===== src/core/bccd_consts.svh =====
`ifndef BCCD_CONSTS_SVH
`define BCCD_CONSTS_SVH
// command dword 12 field positions
`define BCCD_LR_BIT        31
`define BCCD_FUA_BIT       30
`define BCCD_PCF_HI        29
`define BCCD_PCF_LO        26
`define BCCD_NLB_HI        15
// protection control field bits
`define BCCD_PCF_ACT       3
`define BCCD_PCF_GUARD     2
`define BCCD_PCF_APP       1
`define BCCD_PCF_REF       0
// command dword 15 split
`define BCCD_MASK_HI       31
`define BCCD_MASK_LO       16
`define BCCD_VAL_HI        15
// status codes
`define BCCD_SC_OK         8'h00
`define BCCD_SC_MISCMP     8'h85
`define BCCD_SC_BADPI      8'h81
// register offsets
`define BCCD_REG_CTRL      8'h00
`define BCCD_REG_STAT      8'h04
`define BCCD_REG_LBA_LO    8'h08
`define BCCD_REG_LBA_HI    8'h0C
`define BCCD_REG_MISCNT    8'h10
// ctrl bits
`define BCCD_CTRL_PIFMT    0
`define BCCD_CTRL_PIOK     1
`endif


===== src/core/bccd_pkg.sv =====
package bccd_pkg;
  typedef enum logic [1:0] {
    BCCD_IDLE = 2'b00,
    BCCD_RUN  = 2'b01,
    BCCD_DONE = 2'b11
  } bccd_state_e;

  typedef struct packed {
    bccd_state_e st;
    logic [63:0] lba;
    logic [16:0] left;
    logic        miscmp;
    logic [31:0] ref_tag;
    logic [15:0] app_mask;
    logic [15:0] app_val;
    logic        pi_act;
    logic        chk_guard;
    logic        chk_app;
    logic        chk_ref;
    logic        lim_retry;
    logic        force_media;
    logic        has_md;
    logic [63:0] fetch_addr;
    logic        cpl_valid;
    logic [7:0]  cpl_status;
    logic [1:0]  ctrl;
    logic [15:0] miscnt;
    logic [31:0] rdata;
  } bccd_state_s;
endpackage


===== src/core/bccd_top.sv =====
`timescale 1ns/10ps
`include "bccd_consts.svh"
module bccd_top (
  // clock and reset
  input  wire logic        clk_i,
  input  wire logic        rstn_i,
  // command issue
  input  wire logic        cmd_valid_i,
  input  wire logic [63:0] cmd_mdptr_i,
  input  wire logic [63:0] cmd_first_page_pointer_i,
  input  wire logic [63:0] cmd_second_page_pointer_i,
  input  wire logic [31:0] cmd_dw10_i,
  input  wire logic [31:0] cmd_dw11_i,
  input  wire logic [31:0] cmd_dw12_i,
  input  wire logic [31:0] cmd_dw13_i,
  input  wire logic [31:0] cmd_dw14_i,
  input  wire logic [31:0] cmd_dw15_i,
  input  wire logic        cmd_has_md_i,
  output logic             cmd_ready_o,
  // per block compare results from the datapath
  input  wire logic        blk_valid_i,
  input  wire logic        blk_data_eq_i,
  input  wire logic        blk_md_eq_i,
  input  wire logic        blk_guard_ok_i,
  input  wire logic        blk_app_ok_i,
  input  wire logic        blk_ref_ok_i,
  // medium request
  output logic [63:0]      blk_lba_o,
  output logic             blk_req_o,
  output logic [63:0]      fetch_addr_o,
  output logic             lim_retry_o,
  output logic             force_media_o,
  output logic             pi_strip_o,
  output logic             chk_guard_o,
  output logic             chk_app_o,
  output logic             chk_ref_o,
  output logic [31:0]      ref_tag_o,
  output logic [15:0]      app_mask_o,
  output logic [15:0]      app_val_o,
  // completion
  output logic             cpl_valid_o,
  output logic [7:0]       cpl_status_o,
  // register port
  input  wire logic [7:0]  reg_addr_i,
  input  wire logic [31:0] reg_wdata_i,
  input  wire logic        reg_we_i,
  input  wire logic        reg_re_i,
  output logic [31:0]      reg_rdata_o
);
  import bccd_pkg::*;

  // ==========================================================
  // state
  bccd_state_s s;
  bccd_state_s next_s;
  logic [3:0]  pcf;
  logic        pi_fmt;
  logic        blk_bad;
  logic        cmd_take;
  logic        pi_reject;

  // protection field slice; dw13 and dw12 25:16 never read
  assign pcf     = cmd_dw12_i[`BCCD_PCF_HI:`BCCD_PCF_LO];
  assign pi_fmt  = s.ctrl[`BCCD_CTRL_PIFMT];
  assign cmd_take  = cmd_ready_o && cmd_valid_i;
  // invalid settings: protected namespace, nonzero field, settings unsupported
  assign pi_reject = pi_fmt && (pcf != 4'h0) && !s.ctrl[`BCCD_CTRL_PIOK];
  // disabled checks and absent metadata never fail a block
  assign blk_bad = !blk_data_eq_i
                 || (s.has_md && !blk_md_eq_i)
                 || (s.chk_guard && !blk_guard_ok_i)
                 || (s.chk_app && !blk_app_ok_i)
                 || (s.chk_ref && !blk_ref_ok_i);

  // ==========================================================
  // next state
  always_comb begin
    next_s = s;
    next_s.cpl_valid = 1'b0;
    next_s.rdata = 32'h0000_0000;
    case (s.st)
      BCCD_IDLE: begin
        if (cmd_valid_i) begin
          next_s.lba = {cmd_dw11_i, cmd_dw10_i};
          next_s.left = {1'b0, cmd_dw12_i[`BCCD_NLB_HI:0]} + 17'h0_0001;
          next_s.miscmp = 1'b0;
          next_s.lim_retry = cmd_dw12_i[`BCCD_LR_BIT];
          next_s.force_media = cmd_dw12_i[`BCCD_FUA_BIT];
          next_s.has_md = cmd_has_md_i;
          next_s.fetch_addr = cmd_first_page_pointer_i;
          // pi fields only latched on protected namespaces
          next_s.pi_act = pi_fmt & pcf[`BCCD_PCF_ACT];
          next_s.chk_guard = pi_fmt & pcf[`BCCD_PCF_GUARD];
          next_s.chk_app = pi_fmt & pcf[`BCCD_PCF_APP];
          next_s.chk_ref = pi_fmt & pcf[`BCCD_PCF_REF];
          next_s.ref_tag = pi_fmt ? cmd_dw14_i : 32'h0000_0000;
          next_s.app_mask = pi_fmt ? cmd_dw15_i[`BCCD_MASK_HI:`BCCD_MASK_LO] : 16'h0000;
          next_s.app_val = pi_fmt ? cmd_dw15_i[`BCCD_VAL_HI:0] : 16'h0000;
          if (pi_reject) begin
            next_s.cpl_valid = 1'b1;
            next_s.cpl_status = `BCCD_SC_BADPI;
          end else begin
            next_s.st = BCCD_RUN;
          end
        end
      end
      BCCD_RUN: begin
        if (blk_valid_i) begin
          next_s.lba = s.lba + 64'h0000_0000_0000_0001;
          next_s.left = s.left - 17'h0_0001;
          if (blk_bad) begin
            next_s.miscmp = 1'b1;
            next_s.miscnt = s.miscnt + 16'h0001;
          end
          if (s.left == 17'h0_0001) begin
            next_s.st = BCCD_DONE;
          end
        end
      end
      BCCD_DONE: begin
        next_s.cpl_valid = 1'b1;
        next_s.cpl_status = s.miscmp ? `BCCD_SC_MISCMP : `BCCD_SC_OK;
        next_s.st = BCCD_IDLE;
      end
      default: begin
        next_s.st = BCCD_IDLE;
      end
    endcase
    // register access
    if (reg_we_i && reg_addr_i == `BCCD_REG_CTRL) begin
      next_s.ctrl = reg_wdata_i[1:0];
    end
    if (reg_re_i) begin
      case (reg_addr_i)
        `BCCD_REG_CTRL:   next_s.rdata = {30'h0000_0000, s.ctrl};
        `BCCD_REG_STAT:   next_s.rdata = {22'h00_0000, s.cpl_status, s.st};
        `BCCD_REG_LBA_LO: next_s.rdata = s.lba[31:0];
        `BCCD_REG_LBA_HI: next_s.rdata = s.lba[63:32];
        `BCCD_REG_MISCNT: next_s.rdata = {16'h0000, s.miscnt};
        default:          next_s.rdata = 32'h0000_0000;
      endcase
    end
  end

  // ==========================================================
  // registered state; constants only under reset
  always_ff @(posedge clk_i or negedge rstn_i) begin
    if (!rstn_i) begin
      s <= '0;
    end else begin
      s <= next_s;
    end
  end

  // ==========================================================
  // outputs
  assign cmd_ready_o   = (s.st == BCCD_IDLE);
  assign blk_req_o     = (s.st == BCCD_RUN);
  assign blk_lba_o     = s.lba;
  assign fetch_addr_o  = s.fetch_addr;
  assign lim_retry_o   = s.lim_retry;
  assign force_media_o = s.force_media;
  assign pi_strip_o    = s.pi_act;
  assign chk_guard_o   = s.chk_guard;
  assign chk_app_o     = s.chk_app;
  assign chk_ref_o     = s.chk_ref;
  assign ref_tag_o     = s.ref_tag;
  assign app_mask_o    = s.app_mask;
  assign app_val_o     = s.app_val;
  assign cpl_valid_o   = s.cpl_valid;
  assign cpl_status_o  = s.cpl_status;
  assign reg_rdata_o   = s.rdata;

  // ==========================================================
  // assertions
  property p_done_cpl;
    @(posedge clk_i) disable iff (!rstn_i)
      s.st == BCCD_DONE |=> cpl_valid_o;
  endproperty
  a_done_cpl: assert property (p_done_cpl) else $error("no completion after done");

  property p_miscmp_status;
    @(posedge clk_i) disable iff (!rstn_i)
      (s.st == BCCD_DONE && s.miscmp) |=> cpl_status_o == `BCCD_SC_MISCMP;
  endproperty
  a_miscmp_status: assert property (p_miscmp_status) else $error("bad fail status");

  property p_ok_status;
    @(posedge clk_i) disable iff (!rstn_i)
      (s.st == BCCD_DONE && !s.miscmp) |=> cpl_status_o == `BCCD_SC_OK;
  endproperty
  a_ok_status: assert property (p_ok_status) else $error("bad ok status");

  property p_md_bad;
    @(posedge clk_i) disable iff (!rstn_i)
      (blk_req_o && blk_valid_i && s.has_md && !blk_md_eq_i) |=> s.miscmp;
  endproperty
  a_md_bad: assert property (p_md_bad) else $error("metadata miss lost");

  property p_lba;
    @(posedge clk_i) disable iff (!rstn_i)
      (cmd_ready_o && cmd_valid_i && !(pi_fmt && pcf != 4'h0 && !s.ctrl[1]))
      |=> blk_lba_o == {$past(cmd_dw11_i), $past(cmd_dw10_i)};
  endproperty
  a_lba: assert property (p_lba) else $error("start address wrong");

  property p_count;
    @(posedge clk_i) disable iff (!rstn_i)
      (cmd_ready_o && cmd_valid_i && !(pi_fmt && pcf != 4'h0 && !s.ctrl[1]))
      |=> s.left == {1'b0, $past(cmd_dw12_i[15:0])} + 17'h0_0001;
  endproperty
  a_count: assert property (p_count) else $error("block count wrong");

  property p_nopi;
    @(posedge clk_i) disable iff (!rstn_i)
      (cmd_ready_o && cmd_valid_i && !pi_fmt)
      |=> !(pi_strip_o || chk_guard_o || chk_app_o || chk_ref_o);
  endproperty
  a_nopi: assert property (p_nopi) else $error("pi used without format");

  property p_badpi;
    @(posedge clk_i) disable iff (!rstn_i)
      (cmd_ready_o && cmd_valid_i && pi_fmt && pcf != 4'h0 && !s.ctrl[1])
      |=> cpl_valid_o && cpl_status_o == `BCCD_SC_BADPI && cmd_ready_o;
  endproperty
  a_badpi: assert property (p_badpi) else $error("invalid pi not reported");

  property p_guard;
    @(posedge clk_i) disable iff (!rstn_i)
      (cmd_ready_o && cmd_valid_i && pi_fmt && s.ctrl[1])
      |=> chk_guard_o == $past(cmd_dw12_i[28]) && pi_strip_o == $past(cmd_dw12_i[29]);
  endproperty
  a_guard: assert property (p_guard) else $error("control mapping wrong");

  property p_strip;
    @(posedge clk_i) disable iff (!rstn_i)
      (cmd_take && pi_fmt && !pi_reject)
      |=> pi_strip_o == $past(pcf[`BCCD_PCF_ACT]);
  endproperty
  a_strip: assert property (p_strip) else $error("action bit not applied");

  property p_app_map;
    @(posedge clk_i) disable iff (!rstn_i)
      (cmd_take && pi_fmt && !pi_reject)
      |=> chk_app_o == $past(pcf[`BCCD_PCF_APP]);
  endproperty
  a_app_map: assert property (p_app_map) else $error("app tag enable wrong");

  property p_ref_map;
    @(posedge clk_i) disable iff (!rstn_i)
      (cmd_take && pi_fmt && !pi_reject)
      |=> chk_ref_o == $past(pcf[`BCCD_PCF_REF]);
  endproperty
  a_ref_map: assert property (p_ref_map) else $error("ref tag enable wrong");

  property p_guard_bad;
    @(posedge clk_i) disable iff (!rstn_i)
      (blk_req_o && blk_valid_i && chk_guard_o && !blk_guard_ok_i) |=> s.miscmp;
  endproperty
  a_guard_bad: assert property (p_guard_bad) else $error("guard failure lost");

  property p_app_bad;
    @(posedge clk_i) disable iff (!rstn_i)
      (blk_req_o && blk_valid_i && chk_app_o && !blk_app_ok_i) |=> s.miscmp;
  endproperty
  a_app_bad: assert property (p_app_bad) else $error("app tag failure lost");

  property p_ref_bad;
    @(posedge clk_i) disable iff (!rstn_i)
      (blk_req_o && blk_valid_i && chk_ref_o && !blk_ref_ok_i) |=> s.miscmp;
  endproperty
  a_ref_bad: assert property (p_ref_bad) else $error("ref tag failure lost");

  property p_data_bad;
    @(posedge clk_i) disable iff (!rstn_i)
      (blk_req_o && blk_valid_i && !blk_data_eq_i) |=> s.miscmp;
  endproperty
  a_data_bad: assert property (p_data_bad) else $error("data miss lost");

  property p_retry;
    @(posedge clk_i) disable iff (!rstn_i)
      (cmd_take && !pi_reject)
      |=> lim_retry_o == $past(cmd_dw12_i[`BCCD_LR_BIT]);
  endproperty
  a_retry: assert property (p_retry) else $error("retry bit wrong");

  property p_media;
    @(posedge clk_i) disable iff (!rstn_i)
      (cmd_take && !pi_reject)
      |=> force_media_o == $past(cmd_dw12_i[`BCCD_FUA_BIT]);
  endproperty
  a_media: assert property (p_media) else $error("forced access bit wrong");

  property p_fetch;
    @(posedge clk_i) disable iff (!rstn_i)
      (cmd_take && !pi_reject)
      |=> fetch_addr_o == $past(cmd_first_page_pointer_i);
  endproperty
  a_fetch: assert property (p_fetch) else $error("fetch address wrong");

  property p_tags;
    @(posedge clk_i) disable iff (!rstn_i)
      (cmd_take && pi_fmt && !pi_reject)
      |=> ref_tag_o == $past(cmd_dw14_i)
          && {app_mask_o, app_val_o} == $past(cmd_dw15_i);
  endproperty
  a_tags: assert property (p_tags) else $error("expected tags wrong");

  property p_busy_quiet;
    @(posedge clk_i) disable iff (!rstn_i)
      blk_req_o |-> !cpl_valid_o;
  endproperty
  a_busy_quiet: assert property (p_busy_quiet) else $error("completion while busy");

  property p_last;
    @(posedge clk_i) disable iff (!rstn_i)
      (blk_req_o && blk_valid_i && s.left == 17'h0_0001)
      |=> !blk_req_o ##1 cpl_valid_o;
  endproperty
  a_last: assert property (p_last) else $error("run did not end on count");

  c_ok:    cover property (@(posedge clk_i) cpl_valid_o && cpl_status_o == `BCCD_SC_OK);
  c_fail:  cover property (@(posedge clk_i) cpl_valid_o && cpl_status_o == `BCCD_SC_MISCMP);
  c_badpi: cover property (@(posedge clk_i) cpl_valid_o && cpl_status_o == `BCCD_SC_BADPI);
  c_md_miss: cover property (@(posedge clk_i) s.has_md && blk_valid_i && !blk_md_eq_i);
  c_nopi:  cover property (@(posedge clk_i) cmd_take && !pi_fmt);
endmodule


===== config.mk =====
export PLATFORM = sky130hd
export DESIGN_NAME = bccd_top
export DESIGN_NICKNAME = d
export VERILOG_FILES = /design/src/core/bccd_pkg.sv /design/src/core/bccd_top.sv
export VERILOG_INCLUDE_DIRS = /design/src /design/src/core
export SDC_FILE = /design/constraint.sdc
export NUM_CORES = 1
export LEC_CHECK = 0
export BUFFER_PORTS_ARGS = -buffer_cell sky130_fd_sc_hd__buf_2
export CORE_AREA = 2 2 265 267
export DETAILED_ROUTE_END_ITERATION = 8
export DIE_AREA = 0 0 267 269
export PLACE_DENSITY_LB_ADDON = 0.3
export SYNTH_ARGS = -nofsm -noshare
export SYNTH_HDL_FRONTEND = slang
export SYNTH_SLANG_ARGS = --single-unit

===== constraint.sdc =====
create_clock -name clk_i -period 2.9 [get_ports clk_i]
set_clock_uncertainty 0.05 [all_clocks]
set_input_delay 0.58 -clock clk_i [delete_from_list [all_inputs] [get_ports clk_i]]
set_output_delay 0.58 -clock clk_i [all_outputs]
set_load 0.05 [all_outputs]

==> results.md <==
* Die area at 71,800 sq um
* Final WS setup at 0.217 ns
* Minimum clock period at 2.68 ns
* DRT Pass-1 Iters at 6
* Cells after synthesis at 1,655
* Clk pin slew, worst setup/hold paths at 0.06 ns
* Most frequent cells in the layout: buf_2, dfrtp_1, nand2_1
* Overflow after GRT at 0
* Dpl hpwl at 48,600 um
* Worst-skew pair later-pin latency at 0.55 ns
* Slew HR at 26.6%
* Nature of the critical path startpoint: register
* Filler cells at 7,504
* Psw at 0.0114 W
* Switching Share at 50.5%
* Die width at 267 um
* Hold Vio Cnt, Final at 0
* Largest stage delay, worst path at 0.64 ns
* YS warnings at 0
* Fin area at 18,800 sq um
* Synth cell types at 65
* Setup bufs post-CTS at 0
* CTS tree: done
* CTS H-tree depth at 2
* Cts bufs inserted at 37
* Detail Route Antenna Nets at 0
* Initial antenna violation count at 12
* GRT Util Overall at 17.1%
* Fin nets at 2,381
* Tightest Hold Check Type: in -> reg
* Worst vdd ir at 860 uV
* Asr flop ratio synth at 100%
* WL per Instance at 21.6 um
* Vias at 13,400
* Critical Path End Type: register
* Final Util at 27.1%
* Sequential Power Share at 28.2%
* Max Freq at 373 MHz
* First-pass GRT wire length at 90,600 um
* Layout area overhead at 23.8%
* Root Buffer: clkbuf_16
* Via-to-Cell Ratio at 4.59
* Commonest non-fill, non-tap cell in the layout: buf_2
* Final Cycle Share at 92.5%
* RSZ-0062 raised after global routing: false
* Worst min-delay path startpoint: cmd_first_page_pointer_i[16]
* Clock Power Share at 21.4%
* Largest net degree at the start of global routing at 206
* Leakage at 8.56 nW
* RR Startpoint: blk_lba_o[7]
* Buf/Inv on CP at 1
* Number of synthesized flops with an enable pin at 0
* Placed cell area at 17,500 sq um
* Int Pwr at 0.0111 W
* Post-Place Worst Slack at 0.153 ns
* Combinational Power Share at 50.4%
* DRT Wirelength at 62,900 um
* CTS Buffer Depth at 3
* Req. time, crit path at 3.33 ns
* Initial DRC count at 1,166
* Worst-margin pin slew at 1.10 ns
* Max cap viols at 0
* Status: completed
* # setup viols final at 0
* Cell Area, Synth at 15,200 sq um
* Chip height at 269 um
* Maximum net fanout on the critical path at 11
* DRC at 0
* Core ar. at 69,300 sq um
* Worst setup path class: reg -> reg
* CP max stage cell: or4_1
* I/O pin count at 677
* Port Buf Inserts at 471
* Placer Congestion at 0.855
* Most used DFF post-synth: dfrtp_1
* Vias in the first global route at 13,100
* Largest delay contributor family on the critical path: simple AND/OR/NAND/NOR gates
* Crit-path cells: nand4_1 > or4_1 > nor4_2 > buf_4 > nand4_1 > or4_1 > nand3_1
* Cell row count at 97
* Setup TNS Final at 0 ns
* Crit path DAT at 3.11 ns
* Starting Density at 21.9%
* Post-synthesis sequential area ratio at 44.9%
* CP Launch Point: blk_lba_o[7]
* Power per cell area at 1200 nW/um^2
* Layout cells sized above 1 at 36.9%
* Final Max Slew Viols at 0
* CTS Sinks at 272
* Synthesized flop and latch total at 272
* Syn_area_per_cell at 9.17 sq um
[registers in the layout, summed over array words and instances, names as in the netlist]
register	cells
reg_rdata_o	32
chk_ref_o	1
force_media_o	1
pi_fmt	1
ref_tag_o	32
s	38
cpl_status_o	2
cpl_valid_o	1
pi_strip_o	1
app_mask_o	16
fetch_addr_o	64
blk_lba_o	64
chk_app_o	1
lim_retry_o	1
app_val_o	16
chk_guard_o	1
[synthesized netlist by cell type (7+ instances only)]
cell type  instances  area [sq um]
nor3_1            31           155
a31oi_1            9          56.3
nand3_1           64           320
inv_1             22          82.6
buf_2              7          35.0
mux2_2            71           800
and3_1            33           206
nor4_1            15          93.8
a221oi_1          12           105
and4_1            10          87.6
nand4_1           32           200
o22ai_1           11          68.8
a21oi_1           74           370
o21ai_0          103           515
nand2_1          220           826
a211oi_1          21           158
nor2b_1            9          56.3
or4_1             15           113
xor2_1            10          87.6
dfrtp_1          272          6810
a222oi_1          12           120
xnor2_1           18           158
mux2i_1           26           260
nor2_1           121           454
clkbuf_1          90           338
buf_4            232          1740
ha_1               8           100
a22oi_1           27           203
[power by group through the flow]
| stage | combinational [W] | clock, W | sequential [W] |
|---|---|---|---|
| 2_1_floorplan | 0.00890 | 0 | 0.00598 |
| 6_report | 0.0113 | 0.00481 | 0.00633 |
| 4_1_cts | 0.0114 | 0.00496 | 0.00629 |
| 3_5_place_dp | 0.0113 | 0 | 0.00633 |
| 3_3_place_gp | 0.0113 | 0 | 0.00630 |
| 5_1_grt | 0.0121 | 0.00511 | 0.00648 |
[worst register-to-register path: stages (launching register included)]
cell and delay, ns:
dfrtp_1 0.59, nand4_1 0.28, or4_1 0.64, nor4_2 0.23, buf_4 0.19, nand4_1 0.13
or4_1 0.41, nand3_1 0.09
[timing repair]
item,4_1_cts,5_1_grt
gates resized for setup,0,0
setup endpoints to repair,0,0
hold buffers,1,0
hold endpoints to repair,51,0
[worst paths after layout]
check	cells past startpoint	to	slack (ns)
max	7	blk_lba_o[43]	0.22
min	2	fetch_addr_o[16]	0.20
max reg2reg	7	blk_lba_o[43]	0.22
min reg2reg	2	app_mask_o[10]	0.42
max in group asynchronous	3	fetch_addr_o[48]	1.34
min in group asynchronous	2	reg_rdata_o[20]	0.53
[area by class of cell]
cell class | instances | area, sq um | area share (%)
Antenna cell | 7 | 17.5 | 0.0933
Tap cell | 940 | 1180 | 6.26
Inverter | 22 | 82.6 | 0.440
Clock inverter | 18 | 194 | 1.03
Sequential cell | 272 | 6810 | 36.2
Timing Repair Buffer | 573 | 3250 | 17.3
Multi-Input combinational cell | 1031 | 6190 | 32.9
Clock buffer | 48 | 1070 | 5.70
[per-layer routing]
metal	wire length (um)	part of all wire (%)	GRT usage (%)	vias to the layer above
met5	69	0.11	0	-
met4	1540	2.4	5.34	10
met3	6750	11	6.40	79
met2	26300	42	24.7	559
met1	28200	45	23.4	6527
li1	-	-	-	6183
[cells by family after synthesis]
family,after synthesis,share of synthesized area (%)
other,1,0.0247
buffers and inverters,356,14.6
AO/OA/AOI/OAI,318,13.3
XOR/XNOR,28,1.62
flip-flops,272,44.9
multiplexers,97,6.99
adder cells (fa/ha/maj),8,0.660
AND/OR/NAND/NOR,575,18.0
[stage by stage]
| stage | cells | hold WS, ns | power (W) |
|---|---|---|---|
| 5_1_grt | 2908 | 0.179 | 0.0237 |
| 4_1_cts | 2904 | 0.168 | 0.0226 |
| 3_5_place_dp | 2837 | 0.415 | 0.0177 |
| 2_1_floorplan | 1659 | 0.234 | 0.0149 |
| 3_3_place_gp | 2837 | 0.408 | 0.0176 |
| 6_report | 2911 | 0.200 | 0.0225 |
(Power assumes the default switching activity.)
